==> src/design/dac_ctrl_cfg.svh <==
// constants for the two-channel converter control block
`ifndef DAC_CTRL_CFG_SVH
`define DAC_CTRL_CFG_SVH

`define ADDR_CHAN2_CODE 4'h0
`define ADDR_CHAN3_CODE 4'h4
`define ADDR_OUT_CTRL 4'h8
`define ADDR_STOP_CTRL 4'hc

`define BIT_CHAN3_OE 7
`define BIT_CHAN2_OE 6
`define BIT_JOINT 5
`define CTRL_RESERVED_ONES 5'h1f
`define CODE_RESET 8'h00
`define STOP_RESET 1'b1

`define CLK_HZ 40000000
`define CONV_TIME_NS 10000
`define CONV_CYCLES ((`CONV_TIME_NS * (`CLK_HZ / 1000000)) / 1000)

`endif

==> src/design/dac_ctrl_pkg.sv <==
// types shared by the converter control files
package dac_ctrl_pkg;
   typedef enum logic [1:0] {
      CH_IDLE = 2'b00,
      CH_CONVERT = 2'b01,
      CH_HOLD = 2'b10
   } chan_state_e;
   typedef logic [7:0] code_t;
endpackage

==> src/design/dac_channel.sv <==
// one conversion channel with its timing counter and held output
`timescale 1ns/10ps
`include "dac_ctrl_cfg.svh"
module dac_channel
   import dac_ctrl_pkg::*;
(
   input wire logic clock_i,
   input wire logic rst_n_i,
   input wire logic conv_en_i,
   input wire logic out_en_i,
   input wire logic code_write_i,
   input wire code_t code_i,
   input wire logic [15:0] conv_cycles_i,
   output logic [7:0] level_o,
   output logic drive_o,
   output logic valid_o
);
   chan_state_e state_reg, state_next;
   logic [15:0] count_reg, count_next;
   code_t level_reg, level_next;
   logic en_d_reg;

   wire start_w = (conv_en_i && !en_d_reg) || (conv_en_i && code_write_i);
   wire done_w = (count_reg <= 16'h0001);
   // one cycle is spent entering convert, so load one less to keep the limit
   wire [15:0] load_w = conv_cycles_i - 16'h0001;

   // conversion sequencing: restart on enable rise or code write
   always_comb begin
      state_next = state_reg;
      count_next = count_reg;
      level_next = level_reg;
      if (!conv_en_i) begin
         state_next = CH_IDLE;
      end else if (start_w) begin
         state_next = CH_CONVERT;
         count_next = load_w;
      end else begin
         unique case (state_reg)
            CH_IDLE: begin
               state_next = CH_CONVERT;
               count_next = load_w;
            end
            CH_CONVERT: begin
               if (done_w) begin
                  state_next = CH_HOLD;
                  level_next = code_i;
               end else begin
                  count_next = count_reg - 16'h0001;
               end
            end
            CH_HOLD: begin
               state_next = CH_HOLD;
            end
            default: begin
               state_next = CH_IDLE;
            end
         endcase
      end
   end

   // state registers
   always_ff @(posedge clock_i) begin
      if (!rst_n_i) begin
         state_reg <= CH_IDLE;
         count_reg <= 16'h0000;
         level_reg <= `CODE_RESET;
         en_d_reg <= 1'b0;
      end else begin
         state_reg <= state_next;
         count_reg <= count_next;
         level_reg <= level_next;
         en_d_reg <= conv_en_i;
      end
   end

   // output drive gated by this channel's own enable and its finished conversion (valid_o)
   assign valid_o = (state_reg == CH_HOLD);
   assign drive_o = out_en_i && valid_o;
   assign level_o = level_reg;
endmodule

==> src/design/dac_ctrl.sv <==
// top: wishbone register file and two converter channels
`timescale 1ns/10ps
`include "dac_ctrl_cfg.svh"
module dac_ctrl
   import dac_ctrl_pkg::*;
(
   input wire logic clock_i,
   input wire logic rst_n_i,
   input wire logic [3:0] wb_adr_i,
   input wire logic [31:0] wb_dat_i,
   output logic [31:0] wb_dat_o,
   input wire logic wb_we_i,
   input wire logic [3:0] wb_sel_i,
   input wire logic wb_cyc_i,
   input wire logic wb_stb_i,
   output logic wb_ack_o,
   output logic wb_err_o,
   input wire logic standby_i,
   output logic [7:0] chan2_analog_out_o,
   output logic chan2_drive_o,
   output logic chan2_valid_o,
   output logic [7:0] chan3_analog_out_o,
   output logic chan3_drive_o,
   output logic chan3_valid_o
);
   localparam logic [15:0] CONV_CYCLES = 16'(`CONV_CYCLES);

   code_t chan2_code_reg, chan3_code_reg;
   logic chan3_output_enable, chan2_output_enable;
   logic joint_conversion_enable;
   logic stop_reg;
   logic ack_reg, err_reg;
   logic [31:0] rdata_reg;
   logic [2:0] sby_sync_reg;
   logic standby_reg;
   logic chan2_conv_en, chan3_conv_en;
   logic wr2_reg, wr3_reg;

   // bus request decode
   wire req_w = wb_cyc_i && wb_stb_i && !ack_reg && !err_reg;
   wire sel_lo_w = wb_sel_i[0];
   wire hit2_w = (wb_adr_i == `ADDR_CHAN2_CODE);
   wire hit3_w = (wb_adr_i == `ADDR_CHAN3_CODE);
   wire hitc_w = (wb_adr_i == `ADDR_OUT_CTRL);
   wire hits_w = (wb_adr_i == `ADDR_STOP_CTRL);
   wire mapped_w = hit2_w || hit3_w || hitc_w || hits_w;
   // stopped block only acks its stop register; other addresses get err
   wire open_w = hits_w || !stop_reg;
   wire good_w = req_w && mapped_w && open_w;
   wire bad_w = req_w && !(mapped_w && open_w);
   wire wr_w = good_w && wb_we_i && sel_lo_w;
   wire [7:0] ctrl_rd_w = {chan3_output_enable, chan2_output_enable,
      joint_conversion_enable, `CTRL_RESERVED_ONES};

   // read data selection
   wire [31:0] rd_w = hit2_w ? {24'h000000, chan2_code_reg} :
      hit3_w ? {24'h000000, chan3_code_reg} :
      hitc_w ? {24'h000000, ctrl_rd_w} :
      {31'h00000000, stop_reg};

   // bus answer: one wait cycle, then ack or err for one cycle
   always_ff @(posedge clock_i) begin
      if (!rst_n_i) begin
         ack_reg <= 1'b0;
         err_reg <= 1'b0;
         rdata_reg <= 32'h00000000;
      end else begin
         ack_reg <= good_w;
         err_reg <= bad_w;
         rdata_reg <= good_w ? rd_w : 32'h00000000;
      end
   end
   assign wb_ack_o = ack_reg;
   assign wb_err_o = err_reg;
   assign wb_dat_o = rdata_reg;

   // register writes, taken in the cycle the request is accepted
   always_ff @(posedge clock_i) begin
      if (!rst_n_i) begin
         chan2_code_reg <= `CODE_RESET;
         chan3_code_reg <= `CODE_RESET;
         chan3_output_enable <= 1'b0;
         chan2_output_enable <= 1'b0;
         joint_conversion_enable <= 1'b0;
         stop_reg <= `STOP_RESET;
         wr2_reg <= 1'b0;
         wr3_reg <= 1'b0;
      end else begin
         wr2_reg <= wr_w && hit2_w;
         wr3_reg <= wr_w && hit3_w;
         if (wr_w && hit2_w) begin
            chan2_code_reg <= wb_dat_i[7:0];
         end
         if (wr_w && hit3_w) begin
            chan3_code_reg <= wb_dat_i[7:0];
         end
         if (wr_w && hitc_w) begin
            chan3_output_enable <= wb_dat_i[`BIT_CHAN3_OE];
            chan2_output_enable <= wb_dat_i[`BIT_CHAN2_OE];
            joint_conversion_enable <= wb_dat_i[`BIT_JOINT];
         end
         if (wr_w && hits_w) begin
            stop_reg <= wb_dat_i[0];
         end
      end
   end

   // standby pin synchroniser, change taken when stages two and three agree
   always_ff @(posedge clock_i) begin
      if (!rst_n_i) begin
         sby_sync_reg <= 3'b000;
         standby_reg <= 1'b0;
      end else begin
         sby_sync_reg <= {sby_sync_reg[1:0], standby_i};
         if (sby_sync_reg[2] == sby_sync_reg[1]) begin
            standby_reg <= sby_sync_reg[2];
         end
      end
   end

   // conversion enables; standby leaves them and the held level alone
   always_comb begin
      if (joint_conversion_enable) begin
         chan2_conv_en = chan2_output_enable || chan3_output_enable;
         chan3_conv_en = chan2_output_enable || chan3_output_enable;
      end else begin
         chan2_conv_en = chan2_output_enable;
         chan3_conv_en = chan3_output_enable;
      end
      if (stop_reg) begin
         chan2_conv_en = 1'b0;
         chan3_conv_en = 1'b0;
      end
   end

   // channel 2
   dac_channel chan2_unit (
      .clock_i(clock_i),
      .rst_n_i(rst_n_i),
      .conv_en_i(chan2_conv_en),
      .out_en_i(chan2_output_enable),
      .code_write_i(wr2_reg),
      .code_i(chan2_code_reg),
      .conv_cycles_i(CONV_CYCLES),
      .level_o(chan2_analog_out_o),
      .drive_o(chan2_drive_o),
      .valid_o(chan2_valid_o)
   );

   // channel 3
   dac_channel chan3_unit (
      .clock_i(clock_i),
      .rst_n_i(rst_n_i),
      .conv_en_i(chan3_conv_en),
      .out_en_i(chan3_output_enable),
      .code_write_i(wr3_reg),
      .code_i(chan3_code_reg),
      .conv_cycles_i(CONV_CYCLES),
      .level_o(chan3_analog_out_o),
      .drive_o(chan3_drive_o),
      .valid_o(chan3_valid_o)
   );

   // standby is observed only; held outputs continue unchanged
   wire unused_w = standby_reg;
endmodule

==> config.mk <==
export PLATFORM = sky130hd
export DESIGN_NAME = dac_ctrl
export DESIGN_NICKNAME = d
export VERILOG_FILES = /design/src/design/dac_ctrl_pkg.sv /design/src/design/dac_channel.sv /design/src/design/dac_ctrl.sv
export VERILOG_INCLUDE_DIRS = /design/src /design/src/design
export SDC_FILE = /design/constraint.sdc
export NUM_CORES = 1
export LEC_CHECK = 0
export ABC_CLOCK_PERIOD_IN_PS = 2490
export BUFFER_PORTS_ARGS = -buffer_cell sky130_fd_sc_hd__buf_4
export CAP_MARGIN = 30
export CORE_AREA = 2 2 106 82
export CTS_CLUSTER_DIAMETER = 80
export CTS_CLUSTER_SIZE = 16
export DETAILED_ROUTE_END_ITERATION = 6
export DIE_AREA = 0 0 108 84
export GPL_TIMING_DRIVEN = 0
export HOLD_SLACK_MARGIN = 0.1
export PLACE_DENSITY = 0.77
export SLEW_MARGIN = 20
export SYNTH_ARGS = -nofsm -noshare
export SYNTH_HDL_FRONTEND = slang
export SYNTH_SLANG_ARGS = --single-unit
==> constraint.sdc <==
create_clock -name clock_i -period 2.49 [get_ports clock_i]
set_input_delay 0.1245 -clock clock_i [delete_from_list [all_inputs] [get_ports clock_i]]
set_output_delay 0.1245 -clock clock_i [all_outputs]
set_load 0.01 [all_outputs]
==> results of run 1 <==
## cells by family (layout without fill, tap and decap cells)
group                      count (synthesis)  in the layout
DFF                                       86             86
buffers and inverters                     58            128
AOI/OAI and AO/OA                        100            100
adders and majority gates                 12             12
muxes                                     41             41
and+or+nand+nor                          194            194
other                                      1             24
## power by group through the flow
stage	clock network, µW	logic [µW]	registers, µW
after floorplan	0	85.0	1410
after global placement	0	131	1410
after detailed placement	0	132	1410
after CTS	1100	143	1380
after global routing	1160	160	1380
final	1100	148	1380
## final cells by class
type	count	area [µm²]	area share, %
flip-flops and latches	86	1720	33.3
well taps	108	135	2.62
plain buffers	42	268	5.18
multi-input cells	371	2330	45.2
clock buffers	10	138	2.66
inverters	16	60.1	1.16
repair buffers	54	425	8.24
clock inverters	6	85.1	1.65
## worst reg2reg max path, stage by stage (launching register included)
cell and delay, ns:
dfxtp_1 0.46, a21oi_1 0.21, or4b_1 0.67, a21oi_2 0.36, or4b_1 0.47, a21oi_1 0.15
## worst min path at each step
| stage | startpoint | slack [ns] | cells past startpoint | to |
|---|---|---|---|---|
| 6_report | wb_we_i | 0.14 | 3 | stop_reg |
| 4_1_cts | wb_we_i | 0.12 | 3 | stop_reg |
| 5_1_grt | wb_we_i | 0.15 | 3 | stop_reg |
| 2_1_floorplan | wb_dat_i[0] | 0.27 | 2 | chan2_code_reg[0] |
| 3_5_place_dp | wb_dat_i[2] | 0.38 | 3 | chan3_code_reg[2] |
| 3_3_place_gp | wb_dat_i[2] | 0.37 | 3 | chan3_code_reg[2] |
## repair_timing
item | in CTS | in global routing
hold endpoints to repair | 19 | 0
setup endpoints to repair | 19 | 25
resized for setup | 2 | 3
hold buffers | 8 | 0
## metal layers
layer / part of all wire, % / routed length [µm]
met1: 45 / 4900
met2: 45 / 4860
met3: 8.1 / 875
met4: 1.5 / 159
met5: 0 / 0
## stage by stage
| step | instance area (µm²) | utilization (%) | total power (µW) | hold WS (ns) |
|---|---|---|---|---|
| 6_report | 5160 | 63.3 | 2620 | 0.137 |
| 5_1_grt | 5160 | 63.3 | 2700 | 0.147 |
| 4_1_cts | 5150 | 63.0 | 2620 | 0.124 |
| 3_5_place_dp | 4830 | 59.2 | 1540 | 0.381 |
| 3_3_place_gp | 4830 | 59.2 | 1540 | 0.372 |
| 2_1_floorplan | 4350 | - | 1490 | 0.268 |
## cells in the final DEF, fill, tap and decap left out, types with 10 or more instances in the layout
| cell | count |
|---|---|
| nor2_1 | 92 |
| dfxtp_1 | 86 |
| buf_4 | 71 |
| mux2i_1 | 40 |
| nand2_1 | 27 |
| a21oi_1 | 26 |
| conb_1 | 24 |
| o21ai_0 | 19 |
| inv_1 | 15 |
| clkbuf_1 | 14 |
| nor3_1 | 14 |
| ha_1 | 12 |
| clkbuf_8 | 10 |
==> flow_summary.json, run 1 <==
{
  "fin_cells": 693,
  "top_usage_layer": "met2",
  "period_minus_slack_ns": 2.38,
  "ys_seq_area_share_pct": 40.4,
  "grt_max_degree": 15,
  "synth_most_common_cell": "nor2_1",
  "htreeDepth": 3,
  "cap_viol_max_count": 0,
  "globalplace.congestion": 0.912,
  "antenna_found_initial": 0,
  "critPathMaxFanout": 7,
  "yosys.cell_types.count": 67,
  "finalSetupViolCount": 0,
  "p_seq_share_pct": 52.5,
  "worstMarginPinSlew_ns": 0.748,
  "cts_tree": "yes",
  "synthTopCellsByCount": "nor2_1 (92), dfxtp_1 (86), mux2i_1 (40)",
  "r2r_setup_slack_ns": 0.11,
  "synth_xor_xnor_area_share_pct": 0,
  "core-area_mm2": 0.00816,
  "route.detailed.wl_per_inst_um": 15.6,
  "max_freq_mhz": 420,
  "critical-path-top-delay-family": "simple AND/OR/NAND/NOR gates",
  "slew_headroom_pct": 49.7,
  "outcome": "completed",
  "rr_endpoint": "chan2_unit.count_reg[10]",
  "pin_count": 100,
  "ys_ff_latch": 86,
  "p_sw_uw": 593,
  "synth_compound_area_share_pct": 16.5,
  "finalCritPeriodShare_pct": 95.7,
  "crit_cells": 5,
  "r2r.worst_path.cells": 5,
  "drc": 0,
  "cp_cell_sequence": "a21oi_1 -> or4b_1 -> a21oi_2 -> or4b_1 -> a21oi_1",
  "ant_nets": 0,
  "area_growth_pct": 21.1,
  "path_class": "reg -> reg",
  "drive_gt1_share_pct": 19.1,
  "clock_power_share_pct": 41.9,
  "insertion_delay_ns": 0.36,
  "cp_slowest_cell": "or4b_1",
  "ir_drop_uv": 444,
  "p_comb_share_pct": 5.7,
  "reg2reg_from": "chan3_output_enable",
  "grt_util_met2_pct": 38.3,
  "critical_path.n_buffers_inverters": 0,
  "initial_core_util_pct": 52.2,
  "avgSynthCellArea_um2": 8.67,
  "die_w_um": 108,
  "synthAdderAreaFrac_pct": 3.52,
  "io_buffers": 46,
  "cts_sinks": 86,
  "die_y_um": 84,
  "pre_cts_ws_ns": -0.0474,
  "nFillCells": 693,
  "rsz0062_at_grt": "false",
  "synth_top_family_by_area": "simple AND/OR/NAND/NOR gates",
  "drtIter0Drc": 254,
  "synth.top_cell.area_share_pct": 40.4,
  "worst_setup_path_end_kind": "flip-flop",
  "via_per_inst": 5.68,
  "syn_area_mm2": 0.00427,
  "final_nets": 638,
  "numCtsBuffers": 9,
  "start_kind": "flip-flop",
  "use_met1_pct": 34.4,
  "yosys-mux-area-fraction_pct": 9.65,
  "intPower_uw": 2030,
  "vias": 3933,
  "skew_ns": 0.00810,
  "num_rows": 29,
  "postSynthCellCount": 492,
  "drt-pass1-iter-count": 5,
  "place_hpwl_um": 7940,
  "gr-usage-met3_pct": 5.54,
  "max_stage_delay_ns": 0.67,
  "grt_pass1_wl_um": 17500,
  "ys.flop_type": "dfxtp_1",
  "synth_edf_count": 0,
  "leakage_uw": 0.00235,
  "tns_ns": 0,
  "hold_viol": 0,
  "yosysWarnings": 0,
  "totalWireLength_um": 10800,
  "crit_required_ns": 2.78,
  "yosys-top-cells-area": "dfxtp_1 (40%), mux2i_1 (9.4%), nor2_1 (8.1%)",
  "synthSimpleGateAreaFrac_pct": 22.2,
  "antenna_cells": 0,
  "worstSetupStartpoint": "chan3_output_enable",
  "switching_share_pct": 22.6,
  "synth.largest_area_cell": "dfxtp_1",
  "dp_cells": 669,
  "cp-endpoint": "chan2_unit.count_reg[10]",
  "power_density_mw_per_mm2": 508,
  "grt.overflow.total": 0,
  "arrival_ns": 2.68,
  "cts.clk_slew.worst_paths_ns": 0.09,
  "grt_usage_pct": 24.6,
  "async_reset_ff_share_pct": 0,
  "die_area_mm2": 0.00907,
  "cts_root_buf": "clkbuf_8",
  "grt_pass1_vias": 3584,
  "hold_path_class": "in -> reg",
  "postCtsSetupBuffers": 0,
  "slew_violations": 0,
  "fin_ws_ns": 0.107,
  "cts_buffer_depth": 2
}
Power figures use the tool's default switching activity.
==> run 2, diff against run 1 <==
--- a/config.mk
+++ b/config.mk
@@ -9,14 +9,17 @@
 export ABC_CLOCK_PERIOD_IN_PS = 2490
 export BUFFER_PORTS_ARGS = -buffer_cell sky130_fd_sc_hd__buf_4
 export CAP_MARGIN = 30
-export CORE_AREA = 2 2 106 82
+export CELL_PAD_IN_SITES_DETAIL_PLACEMENT = 1
+export CELL_PAD_IN_SITES_GLOBAL_PLACEMENT = 2
+export CORE_AREA = 2 2 137 105
 export CTS_CLUSTER_DIAMETER = 80
 export CTS_CLUSTER_SIZE = 16
 export DETAILED_ROUTE_END_ITERATION = 6
-export DIE_AREA = 0 0 108 84
+export DIE_AREA = 0 0 139 107
 export GPL_TIMING_DRIVEN = 0
 export HOLD_SLACK_MARGIN = 0.1
-export PLACE_DENSITY = 0.77
+export PLACE_DENSITY = 0.78
+export RECOVER_POWER = 25
 export SLEW_MARGIN = 20
 export SYNTH_ARGS = -nofsm -noshare
 export SYNTH_HDL_FRONTEND = slang
==> flow_summary.json, run 2 (synthesis gave the netlist of run 1 again) <==
{
  "via_per_inst": 5.10,
  "die_w_um": 139,
  "clock_power_share_pct": 47.2,
  "area_growth_pct": 22.9,
  "pin_count": 100,
  "switching_share_pct": 23.2,
  "drtIter0Drc": 259,
  "rsz0062_at_grt": "true",
  "worst_setup_path_end_kind": "flip-flop",
  "ant_nets": 0,
  "cts_buffer_depth": 2,
  "totalPowerFinal_uw": 2890,
  "outcome": "completed",
  "hold_start": "wb_we_i",
  "fin_ws_ns": 0.112,
  "nFillCells": 1632,
  "crit_required_ns": 2.69,
  "route.detailed.wl_per_inst_um": 17.0,
  "num_rows": 37,
  "grt_usage_pct": 17.6,
  "hold_path_class": "in -> reg",
  "power_density_mw_per_mm2": 552,
  "rr_endpoint": "chan3_code_reg[5]",
  "path_class": "reg -> reg",
  "finalCritPeriodShare_pct": 95.5,
  "p_comb_share_pct": 5.1,
  "place_hpwl_um": 9780,
  "p_sw_uw": 669,
  "drive_gt1_share_pct": 15.1,
  "max_freq_mhz": 421,
  "holdPathEnd": "stop_reg",
  "critPathMaxFanout": 9,
  "period_minus_slack_ns": 2.38,
  "ir_drop_uv": 360,
  "reg2reg_from": "wb_ack_o",
  "core-area_mm2": 0.0135,
  "cts_root_buf": "clkbuf_16",
  "die_area_mm2": 0.0149,
  "globalplace.congestion": 0.867,
  "grt.overflow.total": 0,
  "leakage_uw": 0.00228,
  "io_buffers": 46,
  "intPower_uw": 2220,
  "cap_viol_max_count": 0,
  "antenna_found_initial": 0,
  "worstMarginPinSlew_ns": 0.820,
  "skew_ns": 0.00592,
  "slew_headroom_pct": 44.9,
  "cts.clk_slew.worst_paths_ns": 0.07,
  "numCtsBuffers": 9,
  "postCtsSetupBuffers": 0,
  "cts_sinks": 86,
  "vias": 3870,
  "pre_cts_ws_ns": -0.143,
  "slew_violations": 0,
  "final_nets": 638,
  "layout_common_cells": "nor2_1 (92), dfxtp_1 (86), buf_4 (47)",
  "htreeDepth": 3,
  "hold_viol": 0,
  "insertion_delay_ns": 0.34,
  "final_cell_area_mm2": 0.00524,
  "r2r_setup_slack_ns": 0.11,
  "drt-pass1-iter-count": 4,
  "cts_tree": "yes",
  "holdPathStages": 3,
  "totalWireLength_um": 12900,
  "arrival_ns": 2.58,
  "drc": 0,
  "antenna_cells": 0,
  "start_kind": "flip-flop",
  "die_y_um": 107,
  "finalSetupViolCount": 0,
  "r2r.worst_path.cells": 5,
  "p_seq_share_pct": 47.6,
  "final_common_cell": "nor2_1",
  "grt_pass1_vias": 3881,
  "initial_core_util_pct": 31.6,
  "grt_pass1_wl_um": 20800,
  "grt_max_degree": 16,
  "placed_cell_area_mm2": 0.00492
}
[run 2: cell types whose count changed in the layout (fill, tap and decap cells not counted), moves of 2 or more]
cell       before  now
buf_4          71   47
clkbuf_1       14   37
clkbuf_8       10    0
clkbuf_16       0    9
clkinv_2        2    0
inv_6           0    2
[run 2: how the worst max path moves through the flow]
stage                                       end                     from  depth (start not counted)  slack (ns)
after floorplan           chan3_unit.level_o[0]  chan3_unit.count_reg[4]                          7        0.39
after global placement    chan2_unit.level_o[6]      chan2_output_enable                          5       -0.15
after detailed placement  chan2_unit.level_o[1]      chan2_output_enable                          5       -0.14
after CTS                 chan2_unit.level_o[6]      chan3_output_enable                          5        0.01
after global routing          chan3_code_reg[4]                 wb_ack_o                          5       -0.14
final                         chan3_code_reg[5]                 wb_ack_o                          5        0.11
[run 2: cell type report]
type                            instances  area (µm²)  area share (%)
Tap cell                              175         219            4.18
Buffer                                 42         269            5.13
Timing Repair Buffer                   54         335            6.40
Sequential cell                        86        1720            32.9
Clock inverter                          6        71.3            1.36
Multi-Input combinational cell        371        2340            44.6
Inverter                               16        60.1            1.15
Clock buffer                            9         225            4.30
[run 2: per-layer routing]
metal	vias up	part of all wire [%]	track usage (%)
met4	0	0.84	3.90
met2	81	44	27.6
met3	7	4.3	3.35
li1	1893	-	-
met1	1889	51	25.2
met5	-	0	0
[run 2: worst max-delay path, stage by stage, from the launching register on]
cell and delay [ns]:
dfxtp_1 0.32, nor4bb_2 0.57, nor4b_1 0.48, nand2_1 0.50, mux2i_1 0.30, nor2_1 0.07
[run 2: stage by stage]
stage | hold slack (ns) | utilization, % | setup TNS, ns | cells
finish | 0.172 | 38.8 | 0 | 759
detailed placement | 0.380 | 36.4 | -2.34 | 736
CTS | 0.146 | 39.2 | 0 | 759
global placement | 0.370 | 36.4 | -2.25 | 736
global route | 0.190 | 38.8 | -1.33 | 759
floorplan | 0.268 | - | 0 | 515
[run 2: power groups by stage]
stage | sequential, µW | combinational [µW] | clock, µW
6_report | 1380 | 149 | 1370
5_1_grt | 1380 | 161 | 1460
4_1_cts | 1380 | 146 | 1400
3_5_place_dp | 1410 | 135 | 0
3_3_place_gp | 1410 | 134 | 0
2_1_floorplan | 1410 | 85.0 | 0
[run 2: timing repair]
item	4_1_cts	5_1_grt
hold buffers	8	0
endpoints found under the setup margin	24	29
hold endpoints to repair	18	0
gates resized for setup	2	7
==> run 3, diff against run 2 <==
--- a/config.mk
+++ b/config.mk
@@ -7,7 +7,7 @@
 export NUM_CORES = 1
 export LEC_CHECK = 0
 export ABC_CLOCK_PERIOD_IN_PS = 2490
-export BUFFER_PORTS_ARGS = -buffer_cell sky130_fd_sc_hd__buf_4
+export BUFFER_PORTS_ARGS = -buffer_cell sky130_fd_sc_hd__clkbuf_2
 export CAP_MARGIN = 30
 export CELL_PAD_IN_SITES_DETAIL_PLACEMENT = 1
 export CELL_PAD_IN_SITES_GLOBAL_PLACEMENT = 2
==> flow_summary.json, run 3 (synthesis gave the netlist of run 1 again) <==
{
  "pin_count": 100,
  "via_per_inst": 5.14,
  "final_common_cell": "nor2_1",
  "initial_core_util_pct": 31.6,
  "globalplace.congestion": 0.876,
  "grt.overflow.total": 0,
  "drtIter0Drc": 205,
  "num_rows": 37,
  "outcome": "completed",
  "finalCritPeriodShare_pct": 92.7,
  "p_seq_share_pct": 49.0,
  "placed_cell_area_mm2": 0.00480,
  "r2r.worst_path.cells": 6,
  "cts_buffer_depth": 2,
  "hold_viol": 0,
  "nFillCells": 1644,
  "rsz0062_at_grt": "false",
  "holdPathEnd": "joint_conversion_enable",
  "cts_root_buf": "clkbuf_16",
  "rr_endpoint": "chan2_unit.count_reg[3]",
  "clock_power_share_pct": 46.0,
  "final_cell_area_mm2": 0.00515,
  "cts_tree": "yes",
  "cap_viol_max_count": 0,
  "final_nets": 636,
  "area_growth_pct": 20.9,
  "power_density_mw_per_mm2": 545,
  "fin_ws_ns": 0.183,
  "drive_gt1_share_pct": 14.9,
  "vias": 3896,
  "die_area_mm2": 0.0149,
  "path_class": "reg -> reg",
  "grt_pass1_wl_um": 20600,
  "pre_cts_ws_ns": -0.197,
  "totalWireLength_um": 12800,
  "finalSetupViolCount": 0,
  "arrival_ns": 2.56,
  "io_buffers": 46,
  "p_comb_share_pct": 4.9,
  "reg2reg_from": "chan2_unit.count_reg[0]",
  "hold_start": "wb_dat_i[5]",
  "grt_max_degree": 17,
  "leakage_uw": 0.00224,
  "slew_violations": 0,
  "postCtsSetupBuffers": 0,
  "r2r_setup_slack_ns": 0.18,
  "place_hpwl_um": 9780,
  "die_w_um": 139,
  "ant_nets": 0,
  "die_y_um": 107,
  "antenna_cells": 0,
  "numCtsBuffers": 9,
  "crit_required_ns": 2.74,
  "worst_setup_path_end_kind": "flip-flop",
  "cts_sinks": 86,
  "insertion_delay_ns": 0.34,
  "max_freq_mhz": 433,
  "core-area_mm2": 0.0135,
  "grt_pass1_vias": 3903,
  "intPower_uw": 2120,
  "holdPathStages": 3,
  "drc": 0,
  "layout_common_cells": "nor2_1 (92), dfxtp_1 (86), clkbuf_1 (42)",
  "ir_drop_uv": 403,
  "critPathMaxFanout": 8,
  "p_sw_uw": 684,
  "cts.clk_slew.worst_paths_ns": 0.07,
  "skew_ns": 0.0105,
  "htreeDepth": 3,
  "hold_path_class": "in -> reg",
  "drt-pass1-iter-count": 4,
  "start_kind": "flip-flop",
  "switching_share_pct": 24.3,
  "grt_usage_pct": 17.5,
  "route.detailed.wl_per_inst_um": 16.9,
  "period_minus_slack_ns": 2.31,
  "antenna_found_initial": 0,
  "slew_headroom_pct": 47.0,
  "worstMarginPinSlew_ns": 0.776
}
-- run 3: what timing repair did --
item / CTS / global route
endpoints found under the hold margin: 14 / 0
setup endpoints to repair: 24 / 26
hold buffers: 6 / 0
resized for setup: 3 / 9
gates cloned: 0 / 0
-- run 3: worst max-delay path, cell delays in order, from the launching register on --
cell and delay (ns):
dfxtp_1 0.41, inv_1 0.09, ha_1 0.29, o21a_1 0.34
a2111oi_0 0.74, nor3_1 0.10, a311oi_1 0.26
-- run 3: area by class of cell --
| type | instances | area [µm²] | share of cell area (%) |
|---|---|---|---|
| inverter | 16 | 60.1 | 1.17 |
| sequential | 86 | 1720 | 33.4 |
| buffer | 42 | 269 | 5.22 |
| multi-input combinational | 371 | 2350 | 45.6 |
| clock inverter | 6 | 52.6 | 1.02 |
| timing repair buffer | 52 | 255 | 4.95 |
| tap | 175 | 219 | 4.25 |
| clock buffer | 10 | 229 | 4.44 |
-- run 3: power groups by stage --
| stage | Clock (µW) | Sequential, µW | Combinational [µW] |
|---|---|---|---|
| floorplan | 0 | 1410 | 85.0 |
| global placement | 0 | 1410 | 126 |
| detailed placement | 0 | 1410 | 128 |
| CTS | 1330 | 1380 | 136 |
| global route | 1370 | 1380 | 153 |
| finish | 1290 | 1380 | 138 |
-- run 3: worst max path at each step --
| stage | to | start | slack [ns] | cells after the start |
|---|---|---|---|---|
| after floorplan | chan3_unit.level_o[0] | chan3_unit.count_reg[4] | 0.39 | 7 |
| after global placement | chan2_unit.level_o[6] | chan2_output_enable | -0.15 | 5 |
| after detailed placement | chan2_unit.level_o[2] | chan3_output_enable | -0.20 | 5 |
| after CTS | chan2_unit.count_reg[10] | chan3_output_enable | 0.04 | 5 |
| after global routing | chan2_unit.count_reg[11] | chan2_unit.count_reg[2] | 0.01 | 5 |
| final | chan2_unit.count_reg[3] | chan2_unit.count_reg[0] | 0.18 | 6 |
-- run 3: metrics by stage --
step / total power (µW) / TNS (ns) / hold slack, ns / cells / util (%)
4_1_cts: 2840 / 0 / 0.103 / 758 / 38.2
5_1_grt: 2900 / 0 / 0.118 / 758 / 38.1
2_1_floorplan: 1490 / 0 / 0.268 / 515 / -
6_report: 2810 / 0 / 0.110 / 758 / 38.1
3_3_place_gp: 1530 / -2.32 / 0.385 / 736 / 35.5
3_5_place_dp: 1540 / -2.64 / 0.396 / 736 / 35.5
-- run 3: layer usage --
metal	wire length, µm	part of all wire (%)	vias to the layer above	global-route usage (%)
met5	0	0	-	0
met4	143	1.1	0	4.62
met3	723	5.7	11	3.66
met2	5650	44	77	26.7
met1	6260	49	1911	25.1
li1	-	-	1897	-
